**config.mk**
```make
export PLATFORM = sky130hd
export DESIGN_NAME = nvh_host
export DESIGN_NICKNAME = d
export VERILOG_FILES = /design/src/inc/nvh_pkg.sv /design/src/inc/nvh_cyc_if.sv /design/src/verilog/nvh_host.sv /design/src/verilog/nvh_pin_cycle.sv
export SDC_FILE = /design/constraint.sdc
export NUM_CORES = 1
export LEC_CHECK = 0
export BUFFER_PORTS_ARGS = -buffer_cell sky130_fd_sc_hd__buf_2
export CAP_MARGIN = 20
export CORE_ASPECT_RATIO = 1.75
export CORE_MARGIN = 8
export CORE_UTILIZATION = 55
export DETAILED_ROUTE_END_ITERATION = 8
export PLACE_DENSITY = 0.86
export REMOVE_ABC_BUFFERS = 1
export SETUP_SLACK_MARGIN = 0.4
export SLEW_MARGIN = 0
export SYNTH_ARGS = -nofsm -noshare
export SYNTH_HDL_FRONTEND = slang
export SYNTH_SLANG_ARGS = --single-unit
```
**constraint.sdc**
```tcl
create_clock -name sys_clk -period 3.2 [get_ports sys_clk]
set_clock_uncertainty 0.2 [all_clocks]
set_input_delay 0.48 -clock sys_clk [delete_from_list [all_inputs] [get_ports sys_clk]]
set_output_delay 0.48 -clock sys_clk [all_outputs]
set_load 0.01 [all_outputs]
```
**src/inc/nvh_pkg.sv**
```systemverilog
// constants, types and sequence table for the nvsram host controller
package nvh_pkg;
	localparam int CLK_NS = 5;
	localparam int ADDR_W = 15;
	localparam int DATA_W = 8;
	localparam int SEQ_LEN = 6;
	localparam int NVCNT_W = 24;
	// slowest speed grade, so any part of the family is served
	localparam int ACCESS_NS = 45;
	localparam logic [3:0] ACT_CYC = 4'((ACCESS_NS + CLK_NS - 1) / CLK_NS);
	localparam int RECALL_US = 20;
	localparam int RECALL_CYC = (RECALL_US * 1000 + CLK_NS - 1) / CLK_NS;
	localparam int STORE_MS = 10;
	localparam int STORE_CYC_DEF = (STORE_MS * 1000000 + CLK_NS - 1) / CLK_NS;
	localparam int RESTORE_US = 550;
	localparam int RESTORE_CYC_DEF = (RESTORE_US * 1000 + CLK_NS - 1) / CLK_NS;
	localparam logic [14:0] SEQ_A0 = 15'h0e38;
	localparam logic [14:0] SEQ_A1 = 15'h31c7;
	localparam logic [14:0] SEQ_A2 = 15'h03e0;
	localparam logic [14:0] SEQ_A3 = 15'h3c1f;
	localparam logic [14:0] SEQ_A4 = 15'h303f;
	localparam logic [14:0] SEQ_STORE_LAST = 15'h0fc0;
	localparam logic [14:0] SEQ_RECALL_LAST = 15'h0c63;
	localparam logic [2:0] SEQ_LAST_STEP = 3'(SEQ_LEN - 1);

	typedef enum logic [1:0] {
		OP_READ = 2'b00,
		OP_WRITE = 2'b01,
		OP_STORE = 2'b10,
		OP_RECALL = 2'b11
	} nvh_op_t;

	typedef enum logic [2:0] {
		S_POWER = 3'b000,
		S_IDLE = 3'b001,
		S_ACC = 3'b010,
		S_SEQ = 3'b011,
		S_NVWAIT = 3'b100
	} nvh_state_t;

	typedef enum logic [1:0] {
		P_IDLE = 2'b00,
		P_SETUP = 2'b01,
		P_ACT = 2'b10,
		P_HOLD = 2'b11
	} nvh_pstate_t;

	// bit 14 is driven low; the part only decodes the low 14 bits here
	function automatic logic [14:0] seq_addr(input logic [2:0] step,
			input logic recall);
		logic [14:0] a;
		a = SEQ_A0;
		case (step)
			3'd1: a = SEQ_A1;
			3'd2: a = SEQ_A2;
			3'd3: a = SEQ_A3;
			3'd4: a = SEQ_A4;
			3'd5: a = recall ? SEQ_RECALL_LAST : SEQ_STORE_LAST;
			default: a = SEQ_A0;
		endcase
		return a;
	endfunction
endpackage

```
**src/inc/nvh_cyc_if.sv**
```systemverilog
// one pin-level access request between sequencer and pin engine
`timescale 1ns/1ps
`default_nettype none
interface nvh_cyc_if;
	logic req;
	logic is_write;
	logic [14:0] addr;
	logic [7:0] wdata;
	logic done;
	logic [7:0] rdata;
	modport ctl (output req, output is_write, output addr, output wdata,
		input done, input rdata);
	modport eng (input req, input is_write, input addr, input wdata,
		output done, output rdata);
endinterface
`default_nettype wire

```
**src/verilog/nvh_host.sv**
```systemverilog
// host controller for a 32k x 8 nonvolatile sram on its async pins
// What this block does
// - host holds address stable through write
// - host presents data before terminating edge
// - host keeps output enable high writing
// - six fixed reads start a store
// - six fixed reads start a recall
// - sequence uses enable-controlled reads only
// - host keeps write high during sequence
`timescale 1ns/1ps
`default_nettype none
module nvh_host #(
	parameter int STORE_CYC = nvh_pkg::STORE_CYC_DEF,
	parameter int RESTORE_CYC = nvh_pkg::RESTORE_CYC_DEF
) (
	// clock and reset
	input wire logic sys_clk,
	input wire logic resetn,
	// command port
	input wire logic cmd_valid,
	output logic cmd_ready,
	input wire logic [1:0] cmd_op,
	input wire logic [14:0] cmd_addr,
	input wire logic [7:0] cmd_wdata,
	// answer port
	output logic resp_valid,
	output logic [7:0] resp_rdata,
	output logic resp_err,
	// supply monitor: high while above trigger level
	input wire logic supply_ok,
	// memory pins
	output logic [14:0] address_lines,
	output logic chip_en_n,
	output logic out_en_n,
	output logic wr_en_n,
	output logic [7:0] data_lines_out,
	output logic data_lines_oe,
	input wire logic [7:0] data_lines_in
);
	nvh_pkg::nvh_state_t state;
	logic [2:0] step;
	logic [23:0] cnt;
	logic pend;
	logic recall;
	logic acc_wr;
	logic [14:0] acc_addr;
	logic [7:0] acc_wdata;
	logic pin_busy;

	nvh_cyc_if cyc ();

	wire take = cmd_valid && cmd_ready;
	wire op_nv = cmd_op[1];
	wire in_acc = (state == nvh_pkg::S_ACC);
	wire in_seq = (state == nvh_pkg::S_SEQ);
	wire seq_end = in_seq && cyc.done && (step == nvh_pkg::SEQ_LAST_STEP);
	wire wait_end = (state == nvh_pkg::S_NVWAIT) && (cnt == 24'h00_0001);
	wire owes_answer = in_acc || in_seq || pend;
	wire [23:0] nv_cnt = recall ? 24'(nvh_pkg::RECALL_CYC) : 24'(STORE_CYC);

	assign cmd_ready = (state == nvh_pkg::S_IDLE);
	// no foreign access can split the six reads
	assign cyc.req = in_acc || in_seq;
	assign cyc.is_write = in_acc && acc_wr;
	assign cyc.addr = in_seq ? nvh_pkg::seq_addr(step, recall) : acc_addr;
	assign cyc.wdata = acc_wdata;

	nvh_pin_cycle u_pins (
		.sys_clk(sys_clk),
		.resetn(resetn),
		.cyc(cyc.eng),
		.address_lines(address_lines),
		.chip_en_n(chip_en_n),
		.out_en_n(out_en_n),
		.wr_en_n(wr_en_n),
		.data_lines_out(data_lines_out),
		.data_lines_oe(data_lines_oe),
		.data_lines_in(data_lines_in)
	);

	always_ff @(posedge sys_clk) begin
		if (!resetn) begin
			state <= nvh_pkg::S_POWER;
			step <= 3'd0;
			cnt <= 24'h00_0000;
			pend <= 1'b0;
			recall <= 1'b0;
			acc_wr <= 1'b0;
			acc_addr <= 15'h0000;
			acc_wdata <= 8'h00;
			resp_valid <= 1'b0;
			resp_rdata <= 8'h00;
			resp_err <= 1'b0;
			pin_busy <= 1'b0;
		end else begin
			resp_valid <= 1'b0;
			resp_err <= 1'b0;
			// mirrors the pin engine leaving and reaching idle, so a
			// cut access is let finish before the power-up wait
			if (cyc.done)
				pin_busy <= 1'b0;
			else if (cyc.req)
				pin_busy <= 1'b1;
			if (!supply_ok) begin
				// no store below trigger level; also fails
				// anything in flight, the part is going down
				resp_valid <= take || owes_answer;
				resp_err <= take || owes_answer;
				pend <= 1'b0;
				state <= nvh_pkg::S_POWER;
			end else begin
				unique case (state)
					nvh_pkg::S_POWER: if (!pin_busy) begin
						// part recalls on its own at power-up
						// wait counted only once the pins are quiet
						cnt <= 24'(RESTORE_CYC);
						state <= nvh_pkg::S_NVWAIT;
					end
					nvh_pkg::S_IDLE: if (take) begin
						acc_wr <= (cmd_op == nvh_pkg::OP_WRITE);
						acc_addr <= cmd_addr;
						acc_wdata <= cmd_wdata;
						recall <= (cmd_op == nvh_pkg::OP_RECALL);
						step <= 3'd0;
						state <= op_nv ? nvh_pkg::S_SEQ : nvh_pkg::S_ACC;
					end
					nvh_pkg::S_ACC: if (cyc.done) begin
						resp_valid <= 1'b1;
						resp_rdata <= acc_wr ? 8'h00 : cyc.rdata;
						state <= nvh_pkg::S_IDLE;
					end
					nvh_pkg::S_SEQ: if (cyc.done) begin
						step <= step + 3'd1;
						if (seq_end) begin
							pend <= 1'b1;
							cnt <= nv_cnt;
							state <= nvh_pkg::S_NVWAIT;
						end
					end
					nvh_pkg::S_NVWAIT: begin
						// pins stay idle for the whole duration
						cnt <= cnt - 24'h00_0001;
						if (wait_end) begin
							resp_valid <= pend;
							pend <= 1'b0;
							state <= nvh_pkg::S_IDLE;
						end
					end
					default: state <= nvh_pkg::S_POWER;
				endcase
			end
		end
	end
endmodule
`default_nettype wire

```
**src/verilog/nvh_pin_cycle.sv**
```systemverilog
// pin engine: one chip-enable controlled read or write on the sram pins
`timescale 1ns/1ps
`default_nettype none
module nvh_pin_cycle (
	// clock and reset
	input wire logic sys_clk,
	input wire logic resetn,
	// request from sequencer
	nvh_cyc_if.eng cyc,
	// memory pins
	output logic [14:0] address_lines,
	output logic chip_en_n,
	output logic out_en_n,
	output logic wr_en_n,
	output logic [7:0] data_lines_out,
	output logic data_lines_oe,
	input wire logic [7:0] data_lines_in
);
	nvh_pkg::nvh_pstate_t pstate;
	logic [3:0] cnt;
	logic [7:0] rdata;
	logic wr;
	wire act_end = (pstate == nvh_pkg::P_ACT) && (cnt == 4'h0);

	assign cyc.done = (pstate == nvh_pkg::P_HOLD);
	assign cyc.rdata = rdata;

	always_ff @(posedge sys_clk) begin
		if (!resetn) begin
			pstate <= nvh_pkg::P_IDLE;
			cnt <= 4'h0;
			rdata <= 8'h00;
			wr <= 1'b0;
			address_lines <= 15'h0000;
			chip_en_n <= 1'b1;
			out_en_n <= 1'b1;
			wr_en_n <= 1'b1;
			data_lines_out <= 8'h00;
			data_lines_oe <= 1'b0;
		end else begin
			unique case (pstate)
				nvh_pkg::P_IDLE: if (cyc.req) begin
					address_lines <= cyc.addr;
					data_lines_out <= cyc.wdata;
					data_lines_oe <= cyc.is_write;
					wr <= cyc.is_write;
					pstate <= nvh_pkg::P_SETUP;
				end
				nvh_pkg::P_SETUP: begin
					chip_en_n <= 1'b0;
					out_en_n <= wr;
					wr_en_n <= !wr;
					cnt <= nvh_pkg::ACT_CYC - 4'h1;
					pstate <= nvh_pkg::P_ACT;
				end
				nvh_pkg::P_ACT: begin
					cnt <= cnt - 4'h1;
					if (act_end) begin
						if (!wr)
							rdata <= data_lines_in;
						chip_en_n <= 1'b1;
						out_en_n <= 1'b1;
						wr_en_n <= 1'b1;
						pstate <= nvh_pkg::P_HOLD;
					end
				end
				nvh_pkg::P_HOLD: begin
					data_lines_oe <= 1'b0;
					pstate <= nvh_pkg::P_IDLE;
				end
			endcase
		end
	end
endmodule
`default_nettype wire
```
== Yosys cells after proc, flatten, opt, wreduce, memory -nomap -nowiden ==
Index checks and enable logic that the tools add are counted.
Cells by class
  add/subtract/negate cells: 3
  reduce and logical (&&, ||, !) cells: 32
  eq/ne operators: 23
  bitwise gates (word level): 2
  muxes and demuxes: 38
Operators with widths (count)
  2-to-1 mux 24 bit: 3
  case mux 24 bit (3 select lines): 1
  case mux 14 bit (5 select lines): 1
  == test 24 x 1 -> 1 bit, second input constant: 1
  2-to-1 mux 3 bit: 8
  subtractor 24 x 1 -> 24 bit, second input constant: 1
  2-to-1 mux 21 bit: 1
  2-to-1 mux 15 bit: 1
  case mux 3 bit (5 select lines): 1
  == test 3 x 2 -> 1 bit, second input constant: 4
  case mux 1 bit (2 select lines): 6
  2-to-1 mux 10 bit: 1
  inequality test 2 bit, second input constant: 5
  AND reduction 2 bit: 5
  == test 3 bit, second input constant: 3
  2-to-1 mux 1 bit: 9
  AND reduction 3 bit: 3
  2-to-1 mux 8 bit: 1
  case mux 2 bit (4 select lines): 1
  case mux 4 bit (2 select lines): 1
  AND reduction 4 bit: 2
  nonzero test 2 bit: 4
  == test 2 bit, second input constant: 3
  == test 3 x 1 -> 1 bit, second input constant: 2
  other kinds (17): 30
Storage, ports and cells
  bits in registers: 109
  word-level logic and storage cells: 120

== Longest topological paths before layout ==
  word-level depth: 6
  gate-level depth with buffers: 9
  depth with buffers taken out: 7

== By module ==
From an unflattened synthesis, not the netlist that was laid out.
Second synthesis, totals
  cells, all modules: 658
  area, all modules: 5310.1 µm²
Modules (own cells, without submodules)
  nvh_host: area each 3575.9 µm², cells each 459, times used 1
  nvh_pin_cycle: area each 1734.2 µm², cells each 199, times used 1

== Worst setup path before layout ==
Ideal clock, no wire load.
  path kind: reg2reg
  start: reg step[0]
  end: reg cnt[18]
  cell stages (with the launch flop): 9
  buffers on the path: 2
  arrival: 1915 ps
  clock period less this slack: 2240 ps
  slack: 960 ps
  cell sequence: dfxtp_1 -> ha_1 -> clkbuf_1 -> nand3_1 -> o2bb2ai_2 -> nand2_1 -> clkbuf_1 -> a211oi_1 -> o21ai_0
Between the ends
  word-level cells in the longest chain between the ends: 4
RTL lines
  start, declared: RTL line nvh_host.sv:41  | logic [2:0] step;
  start signal, assigned: RTL line nvh_host.sv:133  | step <= step + 3'd1;
  == test 3 bit: RTL line nvh_host.sv:56  | wire seq_end = in_seq && cyc.done && (step == nvh_pkg::SEQ_LAST_STEP);
  logical AND 1 bit: RTL line nvh_host.sv:56
  inequality test 2 x 1 -> 1 bit (no line)
  AND reduction 5 bit (no line)
  end signal, assigned: RTL line nvh_host.sv:116  | cnt <= 24'(RESTORE_CYC);
  end signal, assigned: RTL line nvh_host.sv:136  | cnt <= nv_cnt;
  end signal, assigned: RTL line nvh_host.sv:142  | cnt <= cnt - 24'h00_0001;
  end, declared: RTL line nvh_host.sv:42  | logic [23:0] cnt;
Every way passes these cells.
A chain may end at the register's enable or synchronous reset.

== Worst setup path after layout ==
  start: reg step[0]
  end: reg cnt[11]
Same word-level chain as after synthesis.

==> key figures <==
Global route
  • Global-route wire length before repair: 21300 µm
  • Largest net degree at the start of global routing: 44
  • Initial antenna violation count: 0
  • Total GRT Usage: 20.1%
  • Vias in the first global route: between 4000 and 5000
  • GRT overflow: 0

Clocking
  • CTS tree: yes
  • CTS clock-pin slew for the worst setup and hold paths: around 70 ps
  • Max clock buf depth: 2
  • Post-CTS setup buffers: 0
  • CTS Root Cell: clkbuf_16
  • CTS H-tree depth: 3
  • Clock insertion delay at the later pin of the skew report: between 300 and 400 ps
  • Num CTS Buffers: 9
  • CTS sink cnt: 109

Critical path
  • Crit path cell chain: ha_1 > nand3_1 > o2bb2ai_2 > and2_1 > nand2_1 > o211ai_1
  • Crit path launch type: register
  • Crit path DAT: roughly 2800 ps
  • Worst EP required: 3270 ps
  • Worst Reg-to-Reg Cells: 6
  • Crit-path max FO: 11
  • Slowest cell on crit path: o2bb2ai_2
  • Max stage delay on crit path: 480 ps
  • Critical path class: register to register
  • Crit. End Element: register

Timing
  • Worst hold slack: 170 ps
  • Rel. slew slack: ~45%
  • Worst-Margin Slew: ~830 ps
  • Setup tns final: 0 ps
  • Slew Viols, Final: 0
  • Final Setup Violations: 0
  • Fin crit period: 2690 ps
  • Fmax: 0.372 GHz
  • Setup ws final: around 510 ps
  • Hold Fails Final Rpt: 0
  • Ratio of final minimum period to clock period: between 80 and 90%
  • RSZ-0062 raised after global routing: true

Synth
  • Commonest cells in the netlist: dfxtp_1 (109), nand2_1 (103), a21boi_0 (56)
  • Netlist cell types: 57
  • Yosys top cell area share: a little over two fifths
  • Synth Register Bits: 109
  • Area leader, netlist: dfxtp_1
  • Mapped Area: about 5200 µm²
  • FFs w/ async S/R, synth: 0%
  • Yosys warns: 0
  • Register area share after synthesis: a little over two fifths
  • Post-Synthesis Cells: around 630
  • Number of synthesized flops with an enable pin: 0
  • Mapped Avg Cell Area: 8.36 µm²
  • Post-synth top flop: dfxtp_1
  • Top-count cell post-synth: dfxtp_1
  • Synth top area cells: dfxtp_1 (42%), a21boi_0 (8.0%), nand2_1 (7.4%)

Drt
  • Detailed Routing Iterations Pass 1: 5
  • Routed wl met3: just under 900 µm
  • Via Count: about 4800
  • Top Layer Used: met4
  • Residual DRC: 0
  • Met2 wire len: 6760 µm
  • Wl on met1: roughly 5000 µm
  • Wirelength, routed: about 13000 µm
  • Initial DRC count: 257
  • Avg Vias per Cell: ~5.9
  • DR WL/cell: between 15 and 20 µm
  • Final ANT Viol Nets: 0

Placement
  • HPWL after DPL: between 9000 and 10000 µm
  • IO buf count: 74
  • RePlAce Congestion: between 0.9 and 1
  • Setup slack at placement: 470 ps
  • Placed Area: about 5700 µm²

Worst hold path
  • Hold path cells: 3
  • Hold WC Path Type: primary input to register

Floorplan
  • Initial Util: ~56%
  • Num rows: 47
  • Die Y: about 140 µm
  • Core Area: around 9400 µm²
  • Die Span X: about 90 µm
  • DIE AREA: 13000 µm²
  • I/O pin total: 75

Finish
  • Area Overhead vs Synth: 14.1%
  • Share of layout cells above drive strength 1: 16.7%
  • Finished Cell Area: about 6000 µm²
  • Ant diodes: 0
  • Final nets: around 730

Power and ir drop
  • Power per cell area: between 500 and 600 nW/µm²
  • Worst VDD drop: 304 µV
  • Leak: between 2 and 2.5 nW

Status
  • Status: finished clean

Run
  • Max_cap viols: 0
-- final timing paths --
| kind | start | endpoint | slack [ps] |
|---|---|---|---|
| hold reg to reg | u_pins.out_en_n$_SDFFE_PN1P_ | u_pins.out_en_n$_SDFFE_PN1P_ | 260 |
| hold / removal | cmd_addr[0] | acc_addr[0]$_SDFFE_PN0P_ | 170 |
| setup reg to reg | step[0]$_SDFFE_PN0P_ | cnt[11]$_SDFFE_PN0P_ | 510 |
| setup / recovery | step[0]$_SDFFE_PN0P_ | cnt[11]$_SDFFE_PN0P_ | 510 |
-- logic make-up after synthesis --
group / after synthesis / share of synthesized area, %
xor+xnor: 8 / 1.34
mux: 12 / 2.30
simple gates: 277 / 27.7
buf+inv: 54 / 3.98
compound gates: 152 / 19.8
flops: 109 / 41.8
fa+ha+maj: 13 / 3.11
-- through the flow --
step | std cells | util (%) | power (W)
global placement | 790 | 60.5 | 0.00187
detailed placement | 790 | 60.5 | 0.00188
global route | 806 | 63.7 | 0.00309
CTS | 806 | 63.7 | 0.00299
floorplan | 586 | - | 0.00175
finish | 806 | 63.7 | 0.00298
-- metal layers --
metal,up-vias,global-route usage [%]
met3,39,4.47
li1,2299,-
met1,2245,21.6
met2,175,35.4
met5,-,0
met4,0,9.14
-- placed cells by master (no fill, tap or decap), types with 6 or more instances in the layout --
| master | count |
|---|---|
| dfxtp_1 | 109 |
| nand2_1 | 102 |
| buf_2 | 74 |
| a21boi_0 | 56 |
| nor2_1 | 44 |
| a21oi_1 | 31 |
| o21ai_0 | 23 |
| nor2b_1 | 18 |
| nand3b_1 | 16 |
| nand3_1 | 16 |
| inv_1 | 15 |
| nor3_1 | 14 |
| nor3b_1 | 13 |
| ha_1 | 13 |
| nand4_1 | 12 |
| mux2i_1 | 12 |
| clkbuf_16 | 9 |
| and2_1 | 8 |
| buf_4 | 8 |
| xor2_1 | 7 |
| a31oi_1 | 6 |
| o22ai_1 | 6 |
-- layout make-up --
type                       count  area (µm²)
clock buffer                  10         229
clock inverter                 6        71.3
fill                         760        3390
inverter                      15        56.3
multi-input combinational    462        2840
sequential                   109        2180
tap                          122         153
timing repair buffer          82         430
-- critical path, delay by kind of cell, from the launching register on --
kind,cells,cell delay [ps]
simple gates,3,900
compound gates,2,700
flops,1,420
fa+ha+maj,1,380
-- power by group --
| group | internal, W | switching, W | total, W | leakage (nW) |
|---|---|---|---|---|
| sequential | 0.00141 | 0.0000480 | 0.00145 | 0.882 |
| combinational | 0.000162 | 0.000243 | 0.000404 | 1.28 |
| clock | 0.000613 | 0.000510 | 0.00112 | 0.139 |
-- sequential cells by signal (all words and copies together), names as in the netlist, 2 cells and up --
name                   count
u_pins.cyc.rdata           8
step                       3
resp_rdata                 8
acc_addr                  15
u_pins.cnt                 4
u_pins.data_lines_out      8
u_pins.pstate              2
state                      3
u_pins.address_lines      15
cnt                       24
acc_wdata                  8
-- what timing repair did --
item                                    in CTS  in global routing
hold buffers                                 0                  0
gates resized for setup                      0                  1
endpoints found under the setup margin       0                  6
Note: power is estimated with default switching activity, not from simulation.
